### config.mk
export PLATFORM = sky130hd
export DESIGN_NAME = uei_regs
export DESIGN_NICKNAME = d
export VERILOG_FILES = /design/src/uei_pkg.sv /design/src/uei_regs.sv /design/src/uei_fifo_ram.sv
export SDC_FILE = /design/constraint.sdc
export NUM_CORES = 1
export LEC_CHECK = 0
export ABC_AREA = 1
export BUFFER_PORTS_ARGS = -buffer_cell sky130_fd_sc_hd__buf_2
export CORE_MARGIN = 1.5
export CORE_UTILIZATION = 30
export CTS_CLUSTER_DIAMETER = 200
export DETAILED_ROUTE_END_ITERATION = 8
export SKIP_CTS_REPAIR_TIMING = 1
export SYNTH_ARGS = -nofsm -noshare
export SYNTH_HDL_FRONTEND = slang
export SYNTH_HIERARCHICAL = 1
export SYNTH_SLANG_ARGS = --single-unit
### constraint.sdc
create_clock -name clock -period 13.1 [get_ports clock]
set_input_delay 3.93 -clock clock [delete_from_list [all_inputs] [get_ports clock]]
set_output_delay 3.93 -clock clock [all_outputs]
set_load 0.01 [all_outputs]
### src/uei_pkg.sv
// Constants shared by the endpoint interrupt and frame register block
package uei_pkg;
    localparam logic [7:0] ADDR_FRAME_LO  = 8'hba;
    localparam logic [7:0] ADDR_FRAME_HI  = 8'hbb;
    localparam logic [7:0] ADDR_IRQ_EN    = 8'hc2;
    localparam logic [7:0] ADDR_FIFO_DATA = 8'hcf;
    localparam logic [7:0] ADDR_BYTE_CNT  = 8'he2;
    localparam logic [7:0] ADDR_CLK_DIV   = 8'hea;
    localparam logic [7:0] ADDR_IRQ_SUM   = 8'hf8;
    localparam int NUM_EP      = 3;
    localparam int EP_W        = 2;
    localparam int PTR_W       = 4;
    localparam int FIFO_DEPTH  = 16;
    localparam int RAM_AW      = EP_W + PTR_W;
    localparam int FRAME_W     = 11;
    localparam int BYCT_W      = 7;
    localparam int DIV_W       = 2;
    localparam int CRC_GOOD_BIT = 5;
    localparam int CRC_BAD_BIT  = 4;
    localparam logic [7:0] RESET_BYTE = 8'h00;
    localparam logic [DIV_W-1:0] DIV_RESET = 2'h0;
    localparam logic [1:0] BUF_FULL = 2'h2;
endpackage : uei_pkg

### src/uei_regs.sv
// Endpoint interrupt summary, FIFO port, byte count, frame number, divider
`timescale 1ns/10ps
`default_nettype none
module uei_regs
(
    input  wire logic        clock,
    input  wire logic        rst_n,
    input  wire logic [7:0]  sfr_addr,
    input  wire logic        sfr_wr,
    input  wire logic        sfr_rd,
    input  wire logic [7:0]  sfr_wdata,
    output logic      [7:0]  sfr_rdata,
    input  wire logic [1:0]  endpoint_select,
    input  wire logic [2:0]  endpoint_is_iso,
    input  wire logic [2:0]  in_packet_sent,
    input  wire logic [2:0]  in_packet_acked,
    input  wire logic [2:0]  in_transmit_clear,
    output logic      [2:0]  in_transmit_complete,
    input  wire logic [2:0]  out_bank_zero_received,
    input  wire logic [2:0]  out_bank_one_received,
    input  wire logic [2:0]  setup_received,
    input  wire logic [2:0]  stall_sent_or_crc_error,
    output logic             usb_irq,
    input  wire logic        rx_valid,
    output logic             rx_ready,
    input  wire logic [7:0]  rx_data,
    input  wire logic [1:0]  rx_ep,
    input  wire logic        rx_packet_done,
    input  wire logic [1:0]  rx_packet_ep,
    input  wire logic [6:0]  rx_packet_bytes,
    input  wire logic        tx_req,
    input  wire logic [1:0]  tx_ep,
    output logic             tx_grant,
    output logic [7:0]       tx_data,
    output logic             tx_data_valid,
    input  wire logic        sof_pid_seen,
    input  wire logic        sof_done,
    input  wire logic        sof_crc_ok,
    input  wire logic [10:0] sof_frame,
    output logic             sof_irq,
    output logic             usb_clk_en
);
    localparam int NE = uei_pkg::NUM_EP;
    localparam int PW = uei_pkg::PTR_W;

    logic [NE-1:0] src;
    logic [NE-1:0] src_q;
    logic [NE-1:0] irq_flag;
    logic [NE-1:0] irq_en;
    logic [uei_pkg::FRAME_W-1:0] frame;
    logic sof_crc_good;
    logic sof_crc_bad;
    logic [uei_pkg::DIV_W-1:0] div_field;
    logic [uei_pkg::DIV_W-1:0] div_cnt;
    logic [uei_pkg::BYCT_W-1:0] byte_cnt [NE];
    logic [PW:0] wr_ptr [NE];
    logic [PW:0] rd_ptr [NE];
    logic [7:0] reg_q;
    logic rd_fifo_q;

    function automatic logic is_full(input logic [PW:0] w,
                                     input logic [PW:0] r);
        is_full = (w[PW] != r[PW]) && (w[PW-1:0] == r[PW-1:0]);
    endfunction : is_full

    // Sources outside the selected range never touch the FIFO
    logic acc_data;
    logic cpu_wr;
    logic cpu_rd;
    assign acc_data = (sfr_addr == uei_pkg::ADDR_FIFO_DATA)
                      && (endpoint_select < 2'(NE));
    assign cpu_wr = sfr_wr && acc_data
                    && !is_full(wr_ptr[endpoint_select],
                                rd_ptr[endpoint_select]);
    assign cpu_rd = sfr_rd && acc_data
                    && (wr_ptr[endpoint_select] != rd_ptr[endpoint_select]);

    // Transmit complete, set wins over clear
    always_ff @(posedge clock or negedge rst_n)
    begin
        if (!rst_n)
            in_transmit_complete <= '0;
        else
            in_transmit_complete <= (in_transmit_complete
                                     & ~in_transmit_clear)
                | (in_packet_sent & endpoint_is_iso)
                | (in_packet_acked & ~endpoint_is_iso);
    end

    assign src = in_transmit_complete | out_bank_zero_received
                 | out_bank_one_received | setup_received
                 | stall_sent_or_crc_error;

    always_ff @(posedge clock or negedge rst_n)
    begin
        if (!rst_n)
        begin
            src_q    <= '0;
            irq_flag <= '0;
        end
        else
        begin
            src_q <= src;
            for (int e = 0; e < NE; e++)
            begin
                if (src[e] && !src_q[e])
                    irq_flag[e] <= 1'b1;
                else if (!src[e])
                    irq_flag[e] <= 1'b0;
            end
        end
    end

    assign usb_irq = |(irq_flag & irq_en);

    // Software-writable registers; reserved bits are dropped
    always_ff @(posedge clock or negedge rst_n)
    begin
        if (!rst_n)
        begin
            irq_en    <= '0;
            div_field <= uei_pkg::DIV_RESET;
        end
        else if (sfr_wr)
        begin
            if (sfr_addr == uei_pkg::ADDR_IRQ_EN)
                irq_en <= sfr_wdata[NE-1:0];
            if (sfr_addr == uei_pkg::ADDR_CLK_DIV)
                div_field <= sfr_wdata[uei_pkg::DIV_W-1:0];
        end
    end

    // Divide by field plus one; raising it mid-count delays a tick, lowering it below the count ticks at once
    always_ff @(posedge clock or negedge rst_n)
    begin
        if (!rst_n)
        begin
            div_cnt    <= '0;
            usb_clk_en <= 1'b0;
        end
        else if (div_cnt >= div_field)
        begin
            div_cnt    <= '0;
            usb_clk_en <= 1'b1;
        end
        else
        begin
            div_cnt    <= div_cnt + 2'h1;
            usb_clk_en <= 1'b0;
        end
    end

    // Frame number and SOF status
    always_ff @(posedge clock or negedge rst_n)
    begin
        if (!rst_n)
        begin
            frame        <= '0;
            sof_crc_good <= 1'b0;
            sof_crc_bad  <= 1'b0;
            sof_irq      <= 1'b0;
        end
        else
        begin
            sof_irq <= sof_pid_seen;
            if (sof_done)
            begin
                sof_crc_good <= sof_crc_ok;
                sof_crc_bad  <= !sof_crc_ok;
                if (sof_crc_ok)
                    frame <= sof_frame;
            end
        end
    end

    // Received byte count per endpoint
    always_ff @(posedge clock or negedge rst_n)
    begin
        if (!rst_n)
        begin
            for (int e = 0; e < NE; e++)
                byte_cnt[e] <= '0;
        end
        else if (rx_packet_done && rx_packet_ep < 2'(NE))
            byte_cnt[rx_packet_ep] <= rx_packet_bytes;
    end

    // Two-entry buffer between the receive stream and the FIFO
    logic [9:0] buf_d [2];
    logic [1:0] buf_cnt;
    logic buf_out_valid;
    logic buf_out_ready;
    logic buf_push;
    logic buf_pop;
    logic [1:0] head_ep;

    assign head_ep = buf_d[0][9:8];
    assign rx_ready = (buf_cnt != uei_pkg::BUF_FULL);
    assign buf_out_valid = (buf_cnt != 2'h0);
    // CPU writes own the RAM port; a full endpoint stalls the stream
    assign buf_out_ready = !cpu_wr && (head_ep >= 2'(NE)
                           || !is_full(wr_ptr[head_ep], rd_ptr[head_ep]));
    assign buf_push = rx_valid && rx_ready;
    assign buf_pop = buf_out_valid && buf_out_ready;

    always_ff @(posedge clock or negedge rst_n)
    begin
        if (!rst_n)
        begin
            buf_cnt  <= '0;
            buf_d[0] <= '0;
            buf_d[1] <= '0;
        end
        else
        begin
            buf_cnt <= buf_cnt + 2'(buf_push) - 2'(buf_pop);
            if (buf_pop)
                buf_d[0] <= buf_d[1];
            if (buf_push)
            begin
                if (buf_cnt == 2'h0 || (buf_cnt == 2'h1 && buf_pop))
                    buf_d[0] <= {rx_ep, rx_data};
                else
                    buf_d[1] <= {rx_ep, rx_data};
            end
        end
    end

    // FIFO pointers; bytes for an unknown endpoint are discarded
    logic ram_we;
    logic ram_re;
    logic [uei_pkg::RAM_AW-1:0] ram_waddr;
    logic [uei_pkg::RAM_AW-1:0] ram_raddr;
    logic [7:0] ram_wdata;
    logic [7:0] ram_q;
    logic [1:0] w_ep;
    logic [1:0] r_ep;

    assign w_ep = cpu_wr ? endpoint_select : head_ep;
    assign ram_we = cpu_wr || (buf_pop && head_ep < 2'(NE));
    assign ram_wdata = cpu_wr ? sfr_wdata : buf_d[0][7:0];
    assign ram_waddr = {w_ep, wr_ptr[w_ep][PW-1:0]};
    assign tx_grant = tx_req && !cpu_rd && tx_ep < 2'(NE)
                      && (wr_ptr[tx_ep] != rd_ptr[tx_ep]);
    assign r_ep = cpu_rd ? endpoint_select : tx_ep;
    assign ram_re = cpu_rd || tx_grant;
    assign ram_raddr = {r_ep, rd_ptr[r_ep][PW-1:0]};

    always_ff @(posedge clock or negedge rst_n)
    begin
        if (!rst_n)
        begin
            for (int e = 0; e < NE; e++)
            begin
                wr_ptr[e] <= '0;
                rd_ptr[e] <= '0;
            end
        end
        else
        begin
            if (ram_we)
                wr_ptr[w_ep] <= wr_ptr[w_ep] + 5'h1;
            if (ram_re)
                rd_ptr[r_ep] <= rd_ptr[r_ep] + 5'h1;
        end
    end

    uei_fifo_ram u_ram
    (
        .clock (clock),
        .rst_n (rst_n),
        .we    (ram_we),
        .waddr (ram_waddr),
        .wdata (ram_wdata),
        .re    (ram_re),
        .raddr (ram_raddr),
        .rdata (ram_q)
    );

    always_ff @(posedge clock or negedge rst_n)
    begin
        if (!rst_n)
            tx_data_valid <= 1'b0;
        else
            tx_data_valid <= tx_grant;
    end
    assign tx_data = ram_q;

    // Register reads answer one cycle after the strobe
    always_ff @(posedge clock or negedge rst_n)
    begin
        if (!rst_n)
        begin
            reg_q     <= uei_pkg::RESET_BYTE;
            rd_fifo_q <= 1'b0;
        end
        else
        begin
            if (sfr_rd)
            begin
                // Held until the next read so FIFO data stands too
                rd_fifo_q <= acc_data;
                unique case (sfr_addr)
                    uei_pkg::ADDR_FRAME_LO:
                        reg_q <= frame[7:0];
                    uei_pkg::ADDR_FRAME_HI:
                        reg_q <= {2'h0, sof_crc_good, sof_crc_bad,
                                  1'b0, frame[10:8]};
                    uei_pkg::ADDR_IRQ_EN:
                        reg_q <= {5'h0, irq_en};
                    uei_pkg::ADDR_BYTE_CNT:
                        reg_q <= (endpoint_select < 2'(NE))
                            ? {1'b0, byte_cnt[endpoint_select]}
                            : 8'h00;
                    uei_pkg::ADDR_CLK_DIV:
                        reg_q <= {6'h0, div_field};
                    uei_pkg::ADDR_IRQ_SUM:
                        reg_q <= {5'h0, irq_flag};
                    default:
                        reg_q <= 8'h00;
                endcase
            end
        end
    end

    // Empty FIFO read returns the last byte the RAM produced
    assign sfr_rdata = rd_fifo_q ? ram_q : reg_q;

    property p_flag_set;
        @(posedge clock) disable iff (!rst_n)
        (src[0] && !src_q[0]) |=> irq_flag[0];
    endproperty
    a_flag_set: assert property (p_flag_set)
        else $error("summary flag not set");

    property p_flag_hold;
        @(posedge clock) disable iff (!rst_n)
        (irq_flag[1] && src[1]) |=> irq_flag[1];
    endproperty
    a_flag_hold: assert property (p_flag_hold)
        else $error("summary flag cleared early");

    property p_flag_clear;
        @(posedge clock) disable iff (!rst_n)
        !src[2] |=> !irq_flag[2];
    endproperty
    a_flag_clear: assert property (p_flag_clear)
        else $error("summary flag stuck");

    property p_irq;
        @(posedge clock) disable iff (!rst_n)
        (src[0] && !src_q[0] && irq_en[0]) |=> usb_irq;
    endproperty
    a_irq: assert property (p_irq)
        else $error("interrupt missing");

    property p_frame_hold;
        @(posedge clock) disable iff (!rst_n)
        (sof_done && !sof_crc_ok) |=> $stable(frame) && sof_crc_bad
            && !sof_crc_good;
    endproperty
    a_frame_hold: assert property (p_frame_hold)
        else $error("frame changed on bad sof");

    property p_frame_take;
        @(posedge clock) disable iff (!rst_n)
        (sof_done && sof_crc_ok) |=> frame == $past(sof_frame)
            && sof_crc_good && !sof_crc_bad;
    endproperty
    a_frame_take: assert property (p_frame_take)
        else $error("good sof not taken");

    property p_sof_irq;
        @(posedge clock) disable iff (!rst_n)
        sof_pid_seen |=> sof_irq;
    endproperty
    a_sof_irq: assert property (p_sof_irq)
        else $error("sof interrupt late");

    property p_div3;
        @(posedge clock) disable iff (!rst_n)
        (usb_clk_en && div_field == 2'h3 && $stable(div_field))
            |=> !usb_clk_en [*3] ##1 usb_clk_en;
    endproperty
    a_div3: assert property (p_div3)
        else $error("divider period wrong");

    property p_in_transmit_complete;
        @(posedge clock) disable iff (!rst_n)
        (in_packet_acked[1] && !endpoint_is_iso[1]) |=>
            in_transmit_complete[1];
    endproperty
    a_in_transmit_complete: assert property (p_in_transmit_complete)
        else $error("tx complete not set");

    property p_push;
        @(posedge clock) disable iff (!rst_n)
        (cpu_wr && endpoint_select == 2'h0) |=>
            wr_ptr[0] == $past(wr_ptr[0]) + 5'h1;
    endproperty
    a_push: assert property (p_push)
        else $error("fifo push lost");

    property p_rsvd;
        @(posedge clock) disable iff (!rst_n)
        (sfr_rd && sfr_addr == uei_pkg::ADDR_FRAME_HI) |=>
            sfr_rdata[7:6] == 2'h0 && !sfr_rdata[3];
    endproperty
    a_rsvd: assert property (p_rsvd)
        else $error("reserved bits nonzero");
endmodule : uei_regs
`default_nettype wire

### src/uei_fifo_ram.sv
// Endpoint FIFO storage, one write and one registered read port
`timescale 1ns/10ps
`default_nettype none
module uei_fifo_ram
(
    input  wire logic                     clock,
    input  wire logic                     rst_n,
    input  wire logic                     we,
    input  wire logic [uei_pkg::RAM_AW-1:0] waddr,
    input  wire logic [7:0]               wdata,
    input  wire logic                     re,
    input  wire logic [uei_pkg::RAM_AW-1:0] raddr,
    output logic      [7:0]               rdata
);
    logic [7:0] mem [0:(1<<uei_pkg::RAM_AW)-1];

    // Array left unreset so it maps to RAM
    always_ff @(posedge clock)
    begin
        if (we)
            mem[waddr] <= wdata;
    end

    always_ff @(posedge clock or negedge rst_n)
    begin
        if (!rst_n)
            rdata <= uei_pkg::RESET_BYTE;
        else if (re)
            rdata <= mem[raddr];
    end
endmodule : uei_fifo_ram
`default_nettype wire

After elaboration in Yosys (flattened, before gate mapping)
Memory sizes are Yosys's and may differ from the RTL's. A register that Yosys moved wholly into a read port is not among the register bits.
Index checks and enable logic that the tools add are counted.
- add/subtract/negate cells: 5
- order comparisons: 15
- eq/ne operators: 18
- mux-type cells: 56
- bitwise operators: 19
- reductions and logical operators: 42
- operator list (cell ; number):
    $mux W5 ; 18
    $bmux W5 S2 ; 8
    $eq A8 B8 Y1 const B ; 7
    $pmux W8 S6 ; 1
    $bwmux W15 ; 2
    $mux W10 ; 3
    $mux W7 ; 4
    $logic_and A1 B1 Y1 ; 22
    $bwmux W21 ; 1
    $demux W5 S2 ; 2
    $mux W20 ; 1
    $ge A3 B3 Y1 const B ; 6
    $not A2 Y3 ; 6
    $or A3 B3 Y3 ; 6
    $mux W8 ; 2
    $bmux W7 S2 ; 1
    $demux W7 S2 ; 1
    $and A3 B3 Y3 ; 4
    $add A5 B1 Y5 const B ; 2
    $ne A5 B5 Y1 ; 2
    $logic_not A1 Y1 ; 9
    $lt A3 B1 Y1 const B ; 3
    $mux W1 ; 9
    $eq A4 B4 Y1 ; 2
    18 further kinds ; 33
- register bits after elaboration: 114
- memory bits (writable): 512
- input port bits: 84
- output and inout port bits: 25
- word-level logic and storage cells: 184
- memories kept: 1
- memory list (name ; words ; width ; read ports ; clocked after memory_dff ; write ports ; RTL line ; source):
    u_ram.mem ; 64 ; 8 ; 1 ; 1 ; 1 ; uei_fifo_ram.sv:15 ; logic [7:0] mem [0:(1<<uei_pkg::RAM_AW)-1];

Longest topological paths before layout
Gate-level depths: netlist of the first run.
- depth after elaboration: 15
- depth in mapped cells: 30
- depth with buffers taken out: 27

Modules after synthesis
Netlist of the first run, hierarchy kept.
- modules (own cells, without submodules) (module ; times used ; cells each ; area each (um^2) ; sequential area each (um^2)):
    uei_fifo_ram ; 1 ; 1799 ; 21329.2 ; 15574.9
    uei_regs ; 1 ; 811 ; 6198.4 ; 2852.7

Least setup slack after synthesis of the first run
OpenSTA, ideal clock, no wires.
- path type: in2out
- start point: input endpoint_select[0]
- end point: output tx_grant
- data arrival time: 5163 ps
- required time: 9170 ps
- slack: 4007 ps
- stages: 9
- path buffers: 1
- path through: buf_4 > nor2_2 > inv_2 > nor2_1 > nor3_1 > nand2_2 > nand2_2 > inv_1 > nor4_1
- longest elaborated chain between the ends: 10
- elaborated cells between the ends (all ways): 16
- classes of those cells: order compare: 1; eq/ne: 1; mux: 6; bitwise: 1; reduce/logical: 7
- ends and longest elaborated chain (element ; RTL line ; source):
    from (decl) ; uei_regs.sv:13 ; input wire logic [1:0] endpoint_select,
    $not A2 Y3 (not written as such) ; uei_regs.sv:76 ; && (wr_ptr[endpoint_select] != rd_ptr[endpoint_select]);
    $bmux W5 S2 ; uei_regs.sv:76 ;
    $mux W5 (not written as such) (2 in series) ; uei_regs.sv:76 ;
    $ne A5 B5 Y1 ; uei_regs.sv:76 ;
    $logic_and A1 B1 Y1 * ; uei_regs.sv:76 ;
    $logic_not A1 Y1 * ; uei_regs.sv:243 ; assign tx_grant = tx_req && !cpu_rd && tx_ep < 2'(NE)
    $logic_and A1 B1 Y1 * (2 in series) ; uei_regs.sv:243 ;
    $logic_and A1 B1 Y1 * ; uei_regs.sv:244 ; && (wr_ptr[tx_ep] != rd_ptr[tx_ep]);
    to (decl) ; uei_regs.sv:33 ; output logic tx_grant,
Every way passes the cells marked *; elsewhere a longest branch is shown, timed or not. The select of a mux whose other input is x is not followed.

Worst setup path after layout of the first run
- start point: input endpoint_select[1]
- end point: output tx_grant
The elaborated chain is that of the path after synthesis.

==> results of run 1 <==
==> power groups by stage <==
stage	combinational (mW)	sequential (mW)	clock, mW
2_1_floorplan	1.27	2.77	0
3_3_place_gp	1.91	2.76	0
3_5_place_dp	1.94	2.76	0
4_1_cts	1.95	2.72	1.82
5_1_grt	2.14	2.74	1.89
6_report	1.93	2.72	1.78
==> sequential cells by signal, summed over array words and instances, names as in the netlist, 8 cells and up <==
register,flops
u_ram/rdata,8
wr_ptr,15
u_ram/mem,512
frame,11
buf_d,20
rd_ptr,15
reg_q,8
byte_cnt,21
==> cell families after synthesis <==
group           after synthesis  share of synthesized area [%]
simple gates               1558                          24.59
flops                       634                          66.94
buf+inv                     265                          4.909
compound gates              138                          2.973
xor+xnor                      9                         0.3136
fa+ha+maj                     6                         0.2727
==> worst max-delay path: cells and delay by family <==
kind / cells / cell delay [ps]
buf+inv: 4 / 570
simple gates: 6 / 1110
==> layout by cell type (no fill, tap or decap), types with 4 or more instances in the layout <==
cell       count
edfxtp_1     512
a31oi_1        4
dfrtp_1      122
clkbuf_1       8
o21ai_0       76
nand2_1      855
xnor2_1        5
nor3_1        11
nand4_1       14
nor4_1         9
clkinv_1      16
inv_1        122
buf_4         28
buf_2        107
clkinv_2      14
a21oi_1        7
inv_2          8
o211ai_1       5
o22ai_1        8
o21ai_4        9
nand2_2       15
nor2_1        96
ha_1           6
o21ai_1       13
bufinv_16      6
clkbuf_16     63
o221ai_1       4
nand3_1      535
inv_4          4
==> metal layers <==
metal  up-vias  track usage [%]  share of wire (%)
met5         -                0                  0
met4         0            5.033                3.0
met3       112            2.399                6.5
met2       567            24.34                 48
met1      9117            19.41                 42
li1       9123                -                  -
==> how the worst max path moves through the flow <==
stage | from | end | cells past startpoint
3_5_place_dp | endpoint_select[1] | tx_grant | 10
2_1_floorplan | endpoint_select[0] | tx_grant | 9
4_1_cts | endpoint_select[1] | tx_grant | 10
5_1_grt | endpoint_select[1] | tx_grant | 10
6_report | endpoint_select[1] | tx_grant | 10
3_3_place_gp | endpoint_select[1] | tx_grant | 10
==> final cells by class <==
| class | instances | share of cell area (%) |
|---|---|---|
| multi-input combinational | 1711 | 25.23 |
| sequential | 634 | 59.33 |
| clock buffer | 74 | 5.265 |
| timing repair buffer | 137 | 2.530 |
| clock inverter | 39 | 1.196 |
| inverter | 137 | 1.704 |
| tap | 1176 | 4.738 |
==> impl_metrics.env, run 1 <==
export IMPL_comb_power_share_pct=30.0
export IMPL_clock_skew_ps=22.22
export IMPL_diodes=0
export IMPL_pin_count=109
export IMPL_overflow=0
export IMPL_multi_input_area_mm2=0.007838
export IMPL_p_leak_nw=11.96
export IMPL_ys_ff_latch=634
export IMPL_synth_most_common_cell="nand2_1"
export IMPL_whs_ps=477.6
export IMPL_slew_headroom_pct=25.46
export IMPL_post_route_period_util_pct=72.84
export IMPL_synth_largest_area_cell="edfxtp_1"
export IMPL_irDropWorstVdd_mv=0.1606
export IMPL_critical_path_class="input pin to primary output"
export IMPL_grt_first_pass_wirelength_um=107300
export IMPL_seq_area_mm2=0.01843
export IMPL_rows=110
export IMPL_finalPower_mw=6.439
export IMPL_p_clk_share_pct=27.7
export IMPL_htreeDepth=2
export IMPL_fmax_ghz=0.1048
export IMPL_cp_required_ps=9170
export IMPL_clock_sinks=634
export IMPL_io_buffers=108
export IMPL_hold_start="div_cnt[0]"
export IMPL_dp_cells=3795
export IMPL_placed_area_mm2=0.02905
export IMPL_insertion_delay_ps=640
export IMPL_fin_crit_ps=9541
export IMPL_wl_per_cell_um=17.91
export IMPL_cp_end_kind="primary output"
export IMPL_clock_tree_root_cell="clkbuf_16"
export IMPL_area_growth_pct=12.83
export IMPL_slowest_stage="nor4_1"
export IMPL_wl_um=70000
export IMPL_preCtsSetupSlack_ps=3579
export IMPL_setup_ws_ps=3559
export IMPL_drtAntennaViolNets=0
export IMPL_cellPowerDensity_mw_per_mm2=207.3
export IMPL_synth_cell_types=56
export IMPL_rsz0062_at_grt="no"
export IMPL_start_util_pct=30.44
export IMPL_routabilityCongestion=0.8424
export IMPL_fin_area_mm2=0.03106
export IMPL_ys_flop_type="edfxtp_1"
export IMPL_crit_fanout=12
export IMPL_synth_edf_count=512
export IMPL_grt_usage_pct=14.66
export IMPL_finalNetCount=2772
export IMPL_fin_util_pct=34.35
export IMPL_detailed_place_hpwl_um=41480
export IMPL_ys_async_sr_fraction_pct=19.24
export IMPL_grt_pass1_vias=18170
export IMPL_synth_nets=2700
export IMPL_antenna_found_initial=1
export IMPL_yosys_top_cells_area="edfxtp_1 56%, nand2_1 12%, dfrtp_1 11%, nand3_1 9.7%, inv_1 1.7%"
export IMPL_internal_power_mw=4.100
export IMPL_drtIter0Drc=1815
export IMPL_fin_setup_tns_ps=0
export IMPL_swShare_pct=36.32
export IMPL_finalSetupViolCount=0
export IMPL_avgSynthCellArea_um2=10.55
export IMPL_reg2reg_slack_ps=8060
export IMPL_die_w_um=305.9
export IMPL_fin_cells=3908
export IMPL_postSynthCellCount=2610
export IMPL_ys_seq_area_share_pct=66.94
export IMPL_synth_area_mm2=0.02753
export IMPL_cp_slowest_stage_delay_ps=370
export IMPL_die_area_mm2=0.09358
export IMPL_holdCritPathClass="flop to flop"
export IMPL_tightest_slew_ps=1118
export IMPL_die_h_um=305.9
export IMPL_via_count=18920
export IMPL_ys_top_cells_by_count="857 x nand2_1, 535 x nand3_1, 512 x edfxtp_1, 123 x inv_1, 122 x dfrtp_1"
export IMPL_switching_power_mw=2.339
export IMPL_r2r_end="u_ram/rdata[6]"
export IMPL_path_common_cell="nand2_2"
export IMPL_power_frac_seq_pct=42.3
export IMPL_fillers=8906
export IMPL_slew_violations=0
export IMPL_core_area_mm2=0.09042
export IMPL_routed_via_density=4.841
export IMPL_reg2reg_from="rd_ptr[14]"
export IMPL_hold_viol_final=0
export IMPL_drive_gt1_share_pct=10.43
export IMPL_synth_top_area_share_pct=55.85
export IMPL_clk_pin_slew_worst_paths_ps=60
export IMPL_status="completed"
export IMPL_drv_cap=0
export IMPL_cts_tree="yes"
export IMPL_drc=0
export IMPL_start_kind="input pin"
export IMPL_cts_path_max_buffers=3
export IMPL_r2r_worst_path_cells=23
export IMPL_whs_endpoint="div_cnt[0]"
export IMPL_dr_pass1_iters=6
export IMPL_cts_buffers=61
export IMPL_holdPathStages=1
export IMPL_grt_max_degree=188
export IMPL_critPathArrivalTime_ps=5610
export IMPL_crit_chain="buf_2 -> inv_2 -> nand2_2 -> nor2_1 -> nor3_1 -> nand2_2 -> nand2_2 -> inv_1 -> nor4_1 -> buf_2"
export IMPL_yosys_warnings=6
(Power assumes the default switching activity.)
==> run 2: changes to the inputs <==
clock period = 9.7 ns   (was 13.1 ns; I/O delays follow)
==> run 2 against run 1 <==
  * Clock-buffer cell count shrank 1
  * Sequential power grew 35%
  * Die area is the same
  * Wire length shrank 0.41%
  * First-iteration DRC count grew 1.5%
  * Global-route usage is essentially flat
  * Non-clock buffer count grew 2
  * Design area is essentially flat
  * Largest cell class unchanged
  * Clock power grew 31%
  * Largest power group unchanged
==> impl_metrics.env, run 2 (synthesized netlist as in run 1, its figures left out) <==
export IMPL_antenna_found_initial=0
export IMPL_via_count=18910
export IMPL_path_common_cell="nand2_2"
export IMPL_internal_power_mw=5.486
export IMPL_preCtsSetupSlack_ps=2228
export IMPL_slowest_stage="nor4_1"
export IMPL_drc=0
export IMPL_cp_top_family="simple AND/OR/NAND/NOR gates"
export IMPL_drive_gt1_share_pct=10.54
export IMPL_clock_tree_root_cell="clkbuf_16"
export IMPL_fin_setup_tns_ps=0
export IMPL_setup_ws_ps=2253
export IMPL_drv_cap=0
export IMPL_clock_skew_ps=52.48
export IMPL_fin_util_pct=34.32
export IMPL_comb_power_share_pct=30.2
export IMPL_core_area_mm2=0.09042
export IMPL_cts_tree="yes"
export IMPL_tightest_slew_ps=1466
export IMPL_r2r_end="u_ram/rdata[2]"
export IMPL_grt_pass1_vias=18290
export IMPL_multi_input_area_mm2=0.007838
export IMPL_grt_first_pass_wirelength_um=107100
export IMPL_cp_required_ps=6790
export IMPL_crit_chain="buf_2 -> inv_2 -> nand2_2 -> nor2_1 -> nor3_1 -> nand2_2 -> nand2_2 -> inv_1 -> nor4_1 -> buf_2"
export IMPL_detailed_place_hpwl_um=41470
export IMPL_fmax_ghz=0.1343
export IMPL_slew_headroom_pct=2.253
export IMPL_die_area_mm2=0.09358
export IMPL_swShare_pct=36.36
export IMPL_holdPathStages=1
export IMPL_drtAntennaViolNets=0
export IMPL_die_h_um=305.9
export IMPL_cts_path_max_buffers=3
export IMPL_fillers=8855
export IMPL_die_w_um=305.9
export IMPL_start_util_pct=30.44
export IMPL_insertion_delay_ps=660
export IMPL_overflow=0
export IMPL_slew_violations=0
export IMPL_finalPower_mw=8.621
export IMPL_reg2reg_slack_ps=4810
export IMPL_critPathBufInv=4
export IMPL_dp_cells=3797
export IMPL_p_clk_share_pct=27.1
export IMPL_crit_fanout=12
export IMPL_rsz0062_at_grt="no"
export IMPL_whs_endpoint="div_cnt[0]"
export IMPL_clock_sinks=634
export IMPL_post_route_period_util_pct=76.78
export IMPL_drtIter0Drc=1843
export IMPL_hold_start="div_cnt[0]"
export IMPL_hold_viol_final=0
export IMPL_wl_um=69710
export IMPL_critical_path_class="input pin to primary output"
export IMPL_power_frac_seq_pct=42.7
export IMPL_reg_top3="u_ram/mem (512), byte_cnt (21), buf_d (20)"
export IMPL_fin_crit_ps=7447
export IMPL_fin_cells=3909
export IMPL_dr_pass1_iters=5
export IMPL_final_common_cell="nand2_1"
export IMPL_cp_end_kind="primary output"
export IMPL_reg2reg_from="rd_ptr[14]"
export IMPL_status="completed"
export IMPL_r2r_worst_path_cells=21
export IMPL_htreeDepth=2
export IMPL_grt_max_degree=226
export IMPL_switching_power_mw=3.135
export IMPL_holdCritPathClass="flop to flop"
export IMPL_critPathArrivalTime_ps=4540
export IMPL_io_buffers=108
export IMPL_cts_buffers=59
export IMPL_pin_count=109
export IMPL_regMostFlops="u_ram/mem"
export IMPL_finalNetCount=2772
export IMPL_mostFrequentLayoutCells="855 x nand2_1, 535 x nand3_1, 512 x edfxtp_1, 122 x inv_1, 122 x dfrtp_1"
export IMPL_seq_area_mm2=0.01843
export IMPL_cp_slowest_stage_delay_ps=350
export IMPL_irDropWorstVdd_mv=0.1754
export IMPL_clk_pin_slew_worst_paths_ps=60
export IMPL_finalSetupViolCount=0
export IMPL_p_leak_nw=11.92
export IMPL_grt_usage_pct=14.69
export IMPL_wl_per_cell_um=17.83
export IMPL_rows=110
export IMPL_diodes=0
export IMPL_routabilityCongestion=0.8574
export IMPL_routed_via_density=4.838
export IMPL_cellPowerDensity_mw_per_mm2=277.8
export IMPL_largest_register_ffs=512
export IMPL_area_growth_pct=12.75
export IMPL_start_kind="input pin"
==> run 2: worst max path at each step <==
stage                             from         endpoint  slack, ps  cells after the start
floorplan           endpoint_select[0]  u_ram/mem[0][6]       2580                     11
global placement    endpoint_select[1]         tx_grant       2210                     10
detailed placement  endpoint_select[1]         tx_grant       2230                     10
CTS                 endpoint_select[1]         tx_grant       2230                     10
global route        endpoint_select[1]         tx_grant       2110                     10
finish              endpoint_select[1]         tx_grant       2250                     10
==> run 2: cell type report <==
class,count,area share (%)
Inverter,137,1.705
Sequential cell,634,59.37
Tap cell,1176,4.741
Clock inverter,39,1.359
Clock buffer,73,4.991
Multi-Input combinational cell,1711,25.25
Timing Repair Buffer,139,2.580
==> run 2: routing by layer <==
metal | part of all wire, % | up-vias | wire length, um | global-route usage (%)
met2 | 48 | 527 | 33650 | 24.29
met1 | 43 | 9178 | 29670 | 19.64
met3 | 6.6 | 96 | 4567 | 2.502
li1 | - | 9109 | - | -
met5 | 0 | - | 0 | 0
met4 | 2.6 | 0 | 1824 | 4.651
==> run 2: per-stage QoR <==
stage                     hold WS (ps)  cell area, um2
after global routing             515.3           31040
after floorplan                  442.2           27530
after CTS                        479.2           31040
after global placement           463.2           29070
after detailed placement         464.0           29070
final                            480.1           31040
==> run 2: power by group through the flow <==
stage                     registers (mW)  clock network [mW]  logic [mW]
final                               3.68                2.34        2.60
after global routing                3.71                2.49        2.88
after CTS                           3.68                2.38        2.61
after detailed placement            3.73                   0        2.60
after global placement              3.73                   0        2.57
after floorplan                     3.74                   0        1.72
==> run 3: changes to the inputs <==
clock period = 7.4 ns   (was 9.7 ns; I/O delays follow)
==> run 3 against run 2 <==
  * Sequential power rose by 32%
  * Final cell count rose by 2.0%
  * Clock skew down 18 ps
  * First-iteration DRC count is 19% higher
  * Utilization grew 0.89 points
  * Non-clock buffer count up 71
  * Critical path depth is the same
  * Die area did not move
  * Global-route usage grew 1.2 points
  * Via count rose by 3.9%
  * Combinational power rose by 38%
  * Register-to-register slack lost 1800 ps
  * Critical path type unchanged
  * Largest power group unchanged
==> impl_metrics.env, run 3 (synthesized netlist as in run 1, its figures left out) <==
export IMPL_preCtsSetupSlack_ps=1047
export IMPL_p_clk_share_pct=28.8
export IMPL_clock_tree_root_cell="clkbuf_16"
export IMPL_status="completed"
export IMPL_post_route_period_util_pct=83.90
export IMPL_htreeDepth=3
export IMPL_grt_usage_pct=15.85
export IMPL_finalNetCount=2851
export IMPL_cp_end_kind="primary output"
export IMPL_clock_sinks=634
export IMPL_slew_headroom_pct=14.67
export IMPL_finalSetupViolCount=0
export IMPL_grt_max_degree=181
export IMPL_start_kind="input pin"
export IMPL_cts_path_max_buffers=3
export IMPL_area_growth_pct=15.66
export IMPL_tightest_slew_ps=1280
export IMPL_dr_pass1_iters=5
export IMPL_mostFrequentLayoutCells="855 x nand2_1, 535 x nand3_1, 512 x edfxtp_1, 122 x inv_1, 122 x dfrtp_1"
export IMPL_setup_ws_ps=1191
export IMPL_fin_crit_ps=6209
export IMPL_die_h_um=305.9
export IMPL_cellPowerDensity_mw_per_mm2=371.7
export IMPL_slew_violations=0
export IMPL_irDropWorstVdd_mv=0.1668
export IMPL_pin_count=109
export IMPL_drtIter0Drc=2196
export IMPL_detailed_place_hpwl_um=46310
export IMPL_drtAntennaViolNets=0
export IMPL_via_count=19650
export IMPL_hold_viol_final=0
export IMPL_regMostFlops="u_ram/mem"
export IMPL_power_frac_seq_pct=40.9
export IMPL_antenna_found_initial=0
export IMPL_wl_per_cell_um=18.80
export IMPL_fin_setup_tns_ps=0
export IMPL_drive_gt1_share_pct=12.98
export IMPL_cts_buffers=67
export IMPL_fmax_ghz=0.1611
export IMPL_largest_register_ffs=512
export IMPL_cp_required_ps=5180
export IMPL_p_leak_nw=12.43
export IMPL_rows=110
export IMPL_drc=0
export IMPL_crit_fanout=12
export IMPL_rsz0062_at_grt="no"
export IMPL_clk_pin_slew_worst_paths_ps=60
export IMPL_drv_cap=0
export IMPL_cts_tree="yes"
export IMPL_io_buffers=108
export IMPL_wl_um=74970
export IMPL_holdCritPathClass="flop to flop"
export IMPL_routabilityCongestion=0.8528
export IMPL_die_w_um=305.9
export IMPL_die_area_mm2=0.09358
export IMPL_switching_power_mw=4.274
export IMPL_fillers=8947
export IMPL_internal_power_mw=7.561
export IMPL_comb_power_share_pct=30.3
export IMPL_core_area_mm2=0.09042
export IMPL_swShare_pct=36.11
export IMPL_insertion_delay_ps=620
export IMPL_reg_top3="u_ram/mem (512), byte_cnt (21), buf_d (20)"
export IMPL_whs_ps=469.9
export IMPL_critPathArrivalTime_ps=3990
export IMPL_grt_first_pass_wirelength_um=115200
export IMPL_overflow=0
export IMPL_grt_pass1_vias=18930
export IMPL_start_util_pct=30.44
export IMPL_final_common_cell="nand2_1"
export IMPL_critical_path_class="input pin to primary output"
export IMPL_routed_via_density=4.926
export IMPL_clock_skew_ps=34.04
run 3: changes by cell type in the layout (fill, tap and decap cells not counted), sizes merged:
cell	previous run	this run
inv	136	135
clkinvlp	6	3
diode	0	1
clkbuf	73	89
buf	139	210
clkinv	28	23
run 3: worst paths after layout:
kind	slack, ps	endpoint	depth (start not counted)	startpoint
max	1190	tx_grant	10	endpoint_select[1]
max in group asynchronous	4310	irq_flag[1]	2	rst_n
min reg2reg	470	div_cnt[0]	1	div_cnt[0]
min	470	div_cnt[0]	1	div_cnt[0]
min in group asynchronous	1700	byte_cnt[6]	1	rst_n
max reg2reg	3000	u_ram/rdata[6]	26	wr_ptr[10]
run 3: cell type report:
type	count	area (um2)	share of cell area, %
inverter	137	526.8	1.654
timing repair buffer	210	1359	4.268
sequential	634	18430	57.88
tap	1176	1471	4.621
antenna	1	2.502	0.007859
clock inverter	30	311.5	0.9785
multi-input combinational	1711	7838	24.62
clock buffer	89	1903	5.977
run 3: power by group through the flow:
stage,Combinational (mW),Sequential (mW),Clock (mW)
2_1_floorplan,2.25,4.90,0
3_3_place_gp,3.56,4.90,0
3_5_place_dp,3.58,4.91,0
4_1_cts,3.60,4.84,3.47
5_1_grt,3.94,4.87,3.60
6_report,3.59,4.84,3.41
run 3: per-layer routing:
metal | track usage, % | up-vias | part of all wire [%]
met1 | 21.33 | 9649 | 43
li1 | - | 9273 | -
met5 | 0 | - | 0
met4 | 5.901 | 0 | 2.9
met2 | 26.00 | 610 | 48
met3 | 2.212 | 114 | 6.1
run 3: through the flow:
step / util, % / cell area (um2) / total power [mW] / std cells
2_1_floorplan: - / 27530 / 7.152 / 2610
5_1_grt: 35.21 / 31840 / 12.41 / 3987
3_5_place_dp: 32.76 / 29620 / 8.490 / 3868
6_report: 35.21 / 31840 / 11.83 / 3988
3_3_place_gp: 32.76 / 29620 / 8.466 / 3868
4_1_cts: 35.21 / 31840 / 11.90 / 3987
run 3: critical path: stages:
cell and delay, ps:
buf_2 130, inv_2 140, nand2_2 180, nor2_1 80, nor3_1 220, nand2_2 110
nand2_2 120, inv_1 70, nor4_1 470, buf_2 240
